--- src/verilog/prs_pkg.sv ---
// shared constants for the program counter and return stack block
package prs_pkg;
  // register byte offsets on the register bus
  localparam logic [7:0] PRS_OFF_PC_LOW = 8'h00;
  localparam logic [7:0] PRS_OFF_HIGH_LATCH = 8'h04;
  localparam logic [7:0] PRS_OFF_UPPER_LATCH = 8'h08;
  localparam logic [7:0] PRS_OFF_STACK_INDEX = 8'h0c;
  localparam logic [7:0] PRS_OFF_TOP_LOW = 8'h10;
  localparam logic [7:0] PRS_OFF_TOP_HIGH = 8'h14;
  localparam logic [7:0] PRS_OFF_TOP_UPPER = 8'h18;
  localparam logic [7:0] PRS_OFF_CTRL = 8'h1c;
  // field positions
  localparam int PRS_IDX_FULL_BIT = 5;
  localparam int PRS_IDX_UNF_BIT = 6;
  localparam int PRS_IDX_OVF_BIT = 7;
  localparam int PRS_CTRL_RUN_BIT = 0;
  // widths and sizes
  localparam int PRS_PC_W = 21;
  localparam int PRS_PTR_W = 5;
  localparam int PRS_WORD_W = 16;
  localparam int PRS_DEPTH = 31;
  localparam logic [4:0] PRS_PTR_TOP = 5'h1f;
  localparam logic [4:0] PRS_PTR_RST = 5'h00;
  // reset values and fixed numbers
  localparam logic PRS_RUN_RST = 1'b0;
  localparam logic [20:0] PRS_PC_RST = 21'h000000;
  localparam logic [20:0] PRS_PC_STEP = 21'h000002;
  localparam logic [20:0] PRS_INT_VECTOR = 21'h000008;
  localparam logic [1:0] PRS_RESP_OKAY = 2'h0;
  localparam logic [1:0] PRS_RESP_SLVERR = 2'h2;
  // instruction class in the top nibble of the fetched word
  typedef enum logic [3:0] {
    PRS_OP_NOP = 4'h0,
    PRS_OP_ABS_BRANCH = 4'h1,
    PRS_OP_ABS_CALL = 4'h2,
    PRS_OP_REL_CALL = 4'h3,
    PRS_OP_RETURN = 4'h4,
    PRS_OP_EXIT_LIT = 4'h5,
    PRS_OP_INT_EXIT = 4'h6
  } prs_op_t;
  // quadrature phase of the instruction cycle
  typedef enum logic [1:0] {
    PRS_PH_ONE = 2'b00,
    PRS_PH_TWO = 2'b01,
    PRS_PH_THREE = 2'b10,
    PRS_PH_FOUR = 2'b11
  } prs_phase_t;
endpackage

--- src/verilog/prs_sequencer.sv ---
// program counter, return stack and instruction timing core
//
// Design decisions made here: the AXI4-Lite interface to the registers and the register addresses.
`timescale 1ns/1ps
// Operation
// - 21-bit counter, only low byte accessible
// - low byte write loads upper bytes from latches
// - low byte read copies upper bytes to latches
// - bit zero held low except after a return to an odd top entry written by software, step by two
// - calls and branch load counter directly
// - 31 entries of 21 bits, 5-bit pointer
// - push on call or interrupt, pop on exits
// - calls and exits leave latches alone
// - push increments pointer then writes entry
// - pop reads entry then decrements pointer
// - reset clears pointer, zero has no entry
// - full, overflow and underflow status flags
// - software reads/writes pointer and top entry
// - top entry seen as three byte registers
// - clock divided into four phases
// - counter advances phase one, opcode latched four
// - fetch overlaps execute, jumps cost two cycles
// - operand read phase two, write phase four
module prs_sequencer
  import prs_pkg::*;
(
  input wire logic clk,
  input wire logic rst_n,
  // register bus, axi4-lite slave
  input wire logic [7:0] s_axi_awaddr,
  input wire logic s_axi_awvalid,
  output logic s_axi_awready,
  input wire logic [31:0] s_axi_wdata,
  input wire logic [3:0] s_axi_wstrb,
  input wire logic s_axi_wvalid,
  output logic s_axi_wready,
  output logic [1:0] s_axi_bresp,
  output logic s_axi_bvalid,
  input wire logic s_axi_bready,
  input wire logic [7:0] s_axi_araddr,
  input wire logic s_axi_arvalid,
  output logic s_axi_arready,
  output logic [31:0] s_axi_rdata,
  output logic [1:0] s_axi_rresp,
  output logic s_axi_rvalid,
  input wire logic s_axi_rready,
  // program memory fetch path
  output logic [20:0] fetchAddr,
  input wire logic [15:0] fetchData,
  // interrupt acknowledge from the interrupt controller
  input wire logic intAck,
  // phase and execution strobes
  output logic phaseOne,
  output logic phaseTwo,
  output logic phaseThree,
  output logic phaseFour,
  output logic [15:0] execOpcode,
  output logic operandRead,
  output logic destWrite,
  output logic [7:0] literalOut,
  output logic literalValid,
  output logic stackFull
);

  // all state of the block in one record
  typedef struct packed {
    prs_phase_t phase;
    logic run;
    logic [20:0] pc;
    logic skipInc;
    logic [7:0] highLatch;
    logic [4:0] upperLatch;
    logic [4:0] ptr;
    logic ovf;
    logic unf;
    // 31 words; pointer zero owns no word
    logic [30:0][20:0] stack;
    logic [15:0] prefetch;
    logic [20:0] prefAddr;
    logic prefValid;
    logic [15:0] opcode;
    logic [20:0] execAddr;
    logic execValid;
    logic intPend;
    logic [7:0] literal;
    logic literalValid;
    logic bvalid;
    logic [1:0] bresp;
    logic rvalid;
    logic [1:0] rresp;
    logic [31:0] rdata;
  } prs_state_t;

  // reset image: pointer zero, phase one, first fetch from zero
  localparam prs_state_t PRS_STATE_RST = '{
    phase: PRS_PH_ONE,
    run: PRS_RUN_RST,
    pc: PRS_PC_RST,
    skipInc: 1'b1,
    ptr: PRS_PTR_RST,
    bresp: PRS_RESP_OKAY,
    rresp: PRS_RESP_OKAY,
    default: '0
  };

  prs_state_t cur_q; // registered state
  prs_state_t nxt_d; // next state

  logic wrTake; // write address and data taken together
  logic rdTake; // read address taken
  logic execSlot; // phase four of a running core
  logic [20:0] topEntry; // entry under the pointer, zero at index 0
  logic [20:0] relTarget; // relative call destination
  logic [20:0] absTarget; // absolute call or branch destination
  logic [11:0] imm; // immediate field of the opcode

  // bus writes wait out phase four so they never race execution
  assign execSlot = cur_q.run && (cur_q.phase == PRS_PH_FOUR);
  assign wrTake = s_axi_awvalid && s_axi_wvalid && !cur_q.bvalid &&
                  !execSlot;
  assign rdTake = s_axi_arvalid && !cur_q.rvalid;
  // address and data only ever taken together at one edge
  assign s_axi_awready = wrTake;
  assign s_axi_wready = wrTake;
  assign s_axi_arready = rdTake;
  assign s_axi_bvalid = cur_q.bvalid;
  assign s_axi_bresp = cur_q.bresp;
  assign s_axi_rvalid = cur_q.rvalid;
  assign s_axi_rresp = cur_q.rresp;
  assign s_axi_rdata = cur_q.rdata;

  // outputs straight from the state record
  assign fetchAddr = cur_q.pc;
  assign phaseOne = cur_q.phase == PRS_PH_ONE;
  assign phaseTwo = cur_q.phase == PRS_PH_TWO;
  assign phaseThree = cur_q.phase == PRS_PH_THREE;
  assign phaseFour = cur_q.phase == PRS_PH_FOUR;
  assign execOpcode = cur_q.opcode;
  assign literalOut = cur_q.literal;
  assign literalValid = cur_q.literalValid;
  assign stackFull = cur_q.ptr == PRS_PTR_TOP;

  // data strobes only for a live, unflushed instruction
  assign operandRead = cur_q.run && cur_q.execValid &&
                       (cur_q.phase == PRS_PH_TWO);
  assign destWrite = execSlot && cur_q.execValid;

  // index zero owns no storage, so it reads back as zero
  assign topEntry = (cur_q.ptr == PRS_PTR_RST) ? PRS_PC_RST :
                    cur_q.stack[cur_q.ptr - 5'h01];
  // branch targets come from the low twelve opcode bits
  assign imm = cur_q.opcode[11:0];
  assign absTarget = {8'h00, imm, 1'b0};
  // relative offset counts words, hence the extra zero bit
  assign relTarget = cur_q.execAddr + PRS_PC_STEP +
                     {{8{imm[11]}}, imm, 1'b0};

  // next-state logic: phases, execution, then the register bus
  always_comb begin
    nxt_d = cur_q;
    // literal strobe lasts one clock only
    nxt_d.literalValid = 1'b0;
    // quadrature divider runs from reset on
    nxt_d.phase = prs_phase_t'(cur_q.phase + 2'h1);
    // hold a pending acknowledge until a phase four takes it
    if (intAck) begin
      nxt_d.intPend = 1'b1;
    end

    if (cur_q.run && cur_q.phase == PRS_PH_ONE) begin
      // execute stage takes the word fetched last cycle
      nxt_d.opcode = cur_q.prefetch;
      nxt_d.execAddr = cur_q.prefAddr;
      nxt_d.execValid = cur_q.prefValid;
      // a fresh load is fetched as is, otherwise step on
      if (cur_q.skipInc) begin
        nxt_d.skipInc = 1'b0;
      end else begin
        nxt_d.pc = {cur_q.pc[20:1] + 20'h00001, 1'b0};
      end
    end

    if (execSlot) begin
      // fetch stage: the word at the counter enters the pipe
      nxt_d.prefetch = fetchData;
      nxt_d.prefAddr = cur_q.pc;
      nxt_d.prefValid = 1'b1;
      if (cur_q.execValid) begin
        unique case (prs_op_t'(cur_q.opcode[15:12]))
          PRS_OP_ABS_BRANCH: begin
            // latches untouched on a direct load
            nxt_d.pc = absTarget;
            nxt_d.skipInc = 1'b1;
            nxt_d.prefValid = 1'b0;
          end
          PRS_OP_ABS_CALL, PRS_OP_REL_CALL: begin
            if (cur_q.ptr == PRS_PTR_TOP) begin
              // no room: flag it, pointer stays put
              nxt_d.ovf = 1'b1;
            end else begin
              // pointer first, then the following address
              nxt_d.ptr = cur_q.ptr + 5'h01;
              nxt_d.stack[cur_q.ptr] = cur_q.execAddr + PRS_PC_STEP;
            end
            // destination loaded directly, latches kept
            nxt_d.pc = (cur_q.opcode[15:12] == PRS_OP_REL_CALL) ?
                       relTarget : absTarget;
            nxt_d.skipInc = 1'b1;
            nxt_d.prefValid = 1'b0;
          end
          PRS_OP_RETURN, PRS_OP_EXIT_LIT, PRS_OP_INT_EXIT: begin
            if (cur_q.ptr == PRS_PTR_RST) begin
              // empty stack: flag it, resume from zero
              nxt_d.unf = 1'b1;
              nxt_d.pc = PRS_PC_RST;
            end else begin
              // entry read first, pointer lowered after
              nxt_d.pc = topEntry;
              nxt_d.ptr = cur_q.ptr - 5'h01;
            end
            if (cur_q.opcode[15:12] == PRS_OP_EXIT_LIT) begin
              nxt_d.literal = cur_q.opcode[7:0];
              nxt_d.literalValid = 1'b1;
            end
            nxt_d.skipInc = 1'b1;
            nxt_d.prefValid = 1'b0;
          end
          default: begin
            // plain instruction: pipeline just flows
            nxt_d.skipInc = cur_q.skipInc;
          end
        endcase
      end
      // acknowledge is taken only where no jump happened
      if (cur_q.intPend && nxt_d.prefValid) begin
        if (cur_q.ptr == PRS_PTR_TOP) begin
          // full: return address lost, vector still taken
          nxt_d.ovf = 1'b1;
        end else begin
          // return to the word whose fetch is now discarded
          nxt_d.ptr = cur_q.ptr + 5'h01;
          nxt_d.stack[cur_q.ptr] = cur_q.pc;
        end
        // vector fetch restarts the pipe from scratch
        nxt_d.pc = PRS_INT_VECTOR;
        nxt_d.skipInc = 1'b1;
        nxt_d.prefValid = 1'b0;
        nxt_d.intPend = intAck;
      end
    end

    // write response handshake
    if (cur_q.bvalid && s_axi_bready) begin
      nxt_d.bvalid = 1'b0;
    end
    // register writes; only byte lane zero carries data
    if (wrTake) begin
      nxt_d.bvalid = 1'b1;
      nxt_d.bresp = PRS_RESP_OKAY;
      unique case (s_axi_awaddr)
        PRS_OFF_PC_LOW: begin
          if (s_axi_wstrb[0]) begin
            // whole counter loads, pipe restarts there
            nxt_d.pc = {cur_q.upperLatch, cur_q.highLatch,
                        s_axi_wdata[7:1], 1'b0};
            nxt_d.skipInc = 1'b1;
            nxt_d.prefValid = 1'b0;
            nxt_d.execValid = 1'b0;
          end
        end
        PRS_OFF_HIGH_LATCH: begin
          if (s_axi_wstrb[0]) begin
            nxt_d.highLatch = s_axi_wdata[7:0];
          end
        end
        PRS_OFF_UPPER_LATCH: begin
          if (s_axi_wstrb[0]) begin
            nxt_d.upperLatch = s_axi_wdata[4:0];
          end
        end
        PRS_OFF_STACK_INDEX: begin
          if (s_axi_wstrb[0]) begin
            // flags clear on a written zero, never set by software
            nxt_d.ptr = s_axi_wdata[4:0];
            nxt_d.ovf = nxt_d.ovf & s_axi_wdata[PRS_IDX_OVF_BIT];
            nxt_d.unf = nxt_d.unf & s_axi_wdata[PRS_IDX_UNF_BIT];
          end
        end
        PRS_OFF_TOP_LOW, PRS_OFF_TOP_HIGH, PRS_OFF_TOP_UPPER: begin
          // index zero has no entry to write
          if (s_axi_wstrb[0] && cur_q.ptr != PRS_PTR_RST) begin
            if (s_axi_awaddr == PRS_OFF_TOP_LOW) begin
              nxt_d.stack[cur_q.ptr - 5'h01][7:0] =
                s_axi_wdata[7:0];
            end else if (s_axi_awaddr == PRS_OFF_TOP_HIGH) begin
              nxt_d.stack[cur_q.ptr - 5'h01][15:8] =
                s_axi_wdata[7:0];
            end else begin
              nxt_d.stack[cur_q.ptr - 5'h01][20:16] =
                s_axi_wdata[4:0];
            end
          end
        end
        PRS_OFF_CTRL: begin
          if (s_axi_wstrb[0]) begin
            nxt_d.run = s_axi_wdata[PRS_CTRL_RUN_BIT];
          end
        end
        default: begin
          // unmapped address
          nxt_d.bresp = PRS_RESP_SLVERR;
        end
      endcase
    end

    // read data handshake
    if (cur_q.rvalid && s_axi_rready) begin
      nxt_d.rvalid = 1'b0;
    end
    // register reads; upper bits read as zero
    if (rdTake) begin
      nxt_d.rvalid = 1'b1;
      nxt_d.rresp = PRS_RESP_OKAY;
      nxt_d.rdata = 32'h00000000;
      unique case (s_axi_araddr)
        PRS_OFF_PC_LOW: begin
          // reading the low byte snapshots the upper two
          nxt_d.rdata[7:0] = cur_q.pc[7:0];
          nxt_d.highLatch = cur_q.pc[15:8];
          nxt_d.upperLatch = cur_q.pc[20:16];
        end
        PRS_OFF_HIGH_LATCH: begin
          nxt_d.rdata[7:0] = cur_q.highLatch;
        end
        PRS_OFF_UPPER_LATCH: begin
          nxt_d.rdata[4:0] = cur_q.upperLatch;
        end
        PRS_OFF_STACK_INDEX: begin
          nxt_d.rdata[4:0] = cur_q.ptr;
          nxt_d.rdata[PRS_IDX_FULL_BIT] = stackFull;
          nxt_d.rdata[PRS_IDX_UNF_BIT] = cur_q.unf;
          nxt_d.rdata[PRS_IDX_OVF_BIT] = cur_q.ovf;
        end
        PRS_OFF_TOP_LOW: begin
          // pointer zero reads back zero through topEntry
          nxt_d.rdata[7:0] = topEntry[7:0];
        end
        PRS_OFF_TOP_HIGH: begin
          nxt_d.rdata[7:0] = topEntry[15:8];
        end
        PRS_OFF_TOP_UPPER: begin
          nxt_d.rdata[4:0] = topEntry[20:16];
        end
        PRS_OFF_CTRL: begin
          nxt_d.rdata[PRS_CTRL_RUN_BIT] = cur_q.run;
        end
        default: begin
          nxt_d.rresp = PRS_RESP_SLVERR;
        end
      endcase
    end
  end

  // one register stage for the whole record
  // reset branch loads only the constant image
  always_ff @(posedge clk or negedge rst_n) begin
    if (!rst_n) begin
      cur_q <= PRS_STATE_RST;
    end else begin
      cur_q <= nxt_d;
    end
  end

endmodule

--- config.mk ---
export PLATFORM = sky130hd
export DESIGN_NAME = prs_sequencer
export DESIGN_NICKNAME = d
export VERILOG_FILES = /design/src/verilog/prs_pkg.sv /design/src/verilog/prs_sequencer.sv
export SDC_FILE = /design/constraint.sdc
export NUM_CORES = 2
export LEC_CHECK = 0
export BUFFER_PORTS_ARGS = -buffer_cell sky130_fd_sc_hd__buf_2
export CORE_AREA = 2 2 343 345
export CTS_CLUSTER_SIZE = 40
export DETAILED_ROUTE_END_ITERATION = 6
export DIE_AREA = 0 0 345 347
export PLACE_DENSITY_LB_ADDON = 0.25
export SLEW_MARGIN = 20
export SYNTH_ARGS = -nofsm -noshare
export SYNTH_HDL_FRONTEND = slang
export SYNTH_SLANG_ARGS = --single-unit
--- constraint.sdc ---
create_clock -name clk -period 6.86 [get_ports clk]
set_input_delay 0.686 -clock clk [delete_from_list [all_inputs] [get_ports clk]]
set_output_delay 0.686 -clock clk [all_outputs]
set_load 0.03 [all_outputs]
==> results by group <==
Yosys
  • Count of different cell masters after synthesis: 92
  • Post-synth EDFFs: 0
  • Post-synth ARST share: 100%
  • XOR/XNOR share of the synthesized area: 0.793%
  • Area of the mapped netlist: 50700 um2
  • Sequential share of the synthesized area: 39.2%
  • Largest family of logic cells by synthesized area: compound AO/OA/AOI/OAI gates
  • #FFs+latches synth: 794
  • Ys flop type: dfrtp_1
  • Cell count after synthesis: 6197
  • Synth warnings: 0
  • Mux contribution to synthesized area: 8.51%
  • Syn avg cell area: 8.18 um2
  • Area share of fa/ha/maj cells after synthesis: 0.879%
  • Synth Area in Compound Gates: 27.6%
  • Simple-Gate Fraction of Synth Area: 16.3%

Global route
  • Vias in the first global route: 51100
  • Initial antenna violation count: 22
  • First-pass GRT wire length: 393000 um
  • Total track usage: 45.5%
  • GRT overflow: 0
  • Largest net degree at the start of global routing: 164

Clock network
  • Hold_buf cts: 0
  • H-tree levels: 3
  • Worst-path clk slew: 60 ps
  • PostCTS Resize Cnt: 0
  • CTS tree: yes
  • Setup bufs post-CTS: 0
  • Worst-skew pair later-pin latency: 730 ps
  • Clock buffer count from CTS: 95
  • Clk buf depth: 3
  • CTS Sinks: 794
  • Root Buffer: clkbuf_16

Setup path
  • CP max stage cell: a311oi_4
  • CP required: 7510 ps
  • WS Path Type: reg -> reg
  • Worst Path Arrival: 5720 ps
  • Reg2reg setup slack: 1790 ps
  • Largest stage delay, worst path: 950 ps
  • Crit start category: flip-flop
  • Worst Path Max Fanout: 22
  • Crit path cell chain: ha_1 -> nand3_1 -> inv_1 -> ha_1 -> nand2b_1 -> a311oi_4 -> buf_4 -> nand2_1 -> a21oi_1 -> buf_4 -> nor2_1 -> a211oi_1 -> a21o_1
  • R2R depth: 13
  • Reg2reg end: cur_q[330]
  • FF-to-FF Start: cur_q[777]
  • Crit end category: flip-flop

Final layout
  • Layout Nets: 6116
  • FILL cells: 11100
  • Final non-filler cell area: 56000 um2
  • Share of layout cells above drive strength 1: 14.2%
  • Area Overhead vs Synth: 10.5%

Status
  • Status: finished with violations
  • Failing checks: DRC

Detailed routing
  • Detail Route Antenna Nets: 0
  • TritonRoute pass-1 iters: 7
  • DR iter-0 viols: 8770
  • Vias post-DR: 54500
  • Residual DRC count: 5
  • WL/cell: 36.7 um
  • DRT Wirelength: 280000 um
  • Vias per inst: 7.16

Placed design
  • Detailed Place HPWL: 178000 um
  • DP Area: 52700 um2
  • Port Buffers: 116
  • Final GP Congestion: 1.12

STA
  • Max-slew violation count: 0
  • Worst slew margin: 8.86%
  • F_max: 197 MHz
  • Clk_skew: 27.1 ps
  • Worst Tran Pin Value: 1370 ps
  • RSZ-0062 raised after global routing: false
  • Fin Setup TNS: 0 ps
  • Final Hold Vio Count: 0
  • Tcrit/Tclk final: 73.9%
  • Min Tclk post-route: 5070 ps
  • Final setup fails: 0

Floorplan
  • Chip width: 345 um
  • Starting Density: 43.8%
  • Core footprint: 116000 um2
  • Die height: 347 um
  • Num ports: 170
  • Die area: 120000 um2
  • Rows: 125

Power and ir drop
  • Cell area power density: 216 nW/um2
  • VDD IR max: 194 uV
  • Leakage: 20.1 nW

Flow run
  • Maxcap violations: 0

Min path
  • Min-Delay Path Class: in -> async
per-stage QoR:
stage | util [%] | instances | total power [mW] | setup slack [ps] | hold slack [ps]
floorplan | - | 6222 | 5.75 | 2980 | 390
global placement | 45.5 | 7432 | 6.63 | 2110 | 454
detailed placement | 45.5 | 7432 | 6.63 | 2100 | 462
CTS | 48.3 | 7603 | 12.0 | 2090 | 59.8
global route | 48.4 | 7604 | 12.3 | 1750 | 90.4
finish | 48.4 | 7618 | 12.1 | 1790 | 36.6
worst max-delay path by stage:
stage / start / endpoint / slack [ps] / depth (start not counted)
after floorplan: cur_q[777] / fetchAddr[17] / 2980 / 14
after global placement: cur_q[777] / fetchAddr[20] / 2110 / 8
after detailed placement: s_axi_awaddr[1] / cur_q[154] / 2100 / 7
after CTS: cur_q[777] / s_axi_rdata[4] / 2090 / 9
after global routing: cur_q[777] / s_axi_rdata[4] / 1750 / 9
final: cur_q[777] / cur_q[330] / 1790 / 13
state kept, by name, summed over array words and instances, names as in the netlist:
register,cells
cur_q,736
fetchAddr,21
execOpcode,16
literalOut,8
s_axi_rdata,8
literalValid,1
s_axi_bresp,1
s_axi_bvalid,1
s_axi_rresp,1
s_axi_rvalid,1
logic make-up after synthesis:
kind of cell / Yosys count
AO/OA/AOI/OAI: 2335
AND/OR/NAND/NOR: 1973
flip-flops: 794
buffers and inverters: 779
multiplexers: 235
XOR/XNOR: 45
adder cells (fa/ha/maj): 35
other: 1
layer usage:
layer | track usage [%] | vias to the layer above | share of wire (%)
li1 | - | 22200 | -
met1 | 56.4 | 26400 | 36
met5 | 0.600 | - | 0.060
met4 | 36.4 | 28 | 9.8
met2 | 62.7 | 4682 | 40
met3 | 17.8 | 1230 | 15
cells in the mapped netlist (all sizes together) (59+ instances only):
library cell,number,area (um2)
o22a,59,517
nand2,1074,4030
nor3,74,392
o21ai,834,4170
buf,220,1270
dfrtp,793,19800
clkbuf,508,1910
nand3,82,410
nor2,545,2060
a21oi,424,2130
mux4,151,3400
o22ai,595,3720
critical path: cells and delay by family (launching register included):
kind                     cells  cell delay [ps]
AO/OA/AOI/OAI                4             1630
adder cells (fa/ha/maj)      2              500
buffers and inverters        3              790
flip-flops                   1              640
AND/OR/NAND/NOR              4             1420
power by group:
part	switching (mW)	total [mW]	internal, mW	leakage [nW]
combinational	1.43	1.87	0.443	10.3
sequential	0.0785	4.82	4.74	8.21
clock	2.23	5.41	3.18	1.60
cells in the final DEF (no fill, tap or decap), types with 68 or more instances in the layout:
cell type / instances
o21ai_0: 820
a21oi_1: 419
nand3_1: 82
buf_4: 293
nand2_1: 1072
buf_2: 110
clkbuf_16: 96
nor2_1: 530
mux4_2: 151
o22ai_1: 595
dfrtp_1: 774
nor3_1: 68
final cells by class:
cell class / instances / area, um2 / share of cell area (%)
Sequential cell: 794 / 19900 / 35.5
Antenna cell: 15 / 37.5 / 0.0670
Inverter: 51 / 191 / 0.342
Tap cell: 1524 / 1910 / 3.41
Multi-Input combinational cell: 4649 / 27800 / 49.6
Timing Repair Buffer: 414 / 2970 / 5.30
Clock inverter: 30 / 404 / 0.722
Clock buffer: 141 / 2830 / 5.06
Note: power is estimated with default switching activity, not from simulation.
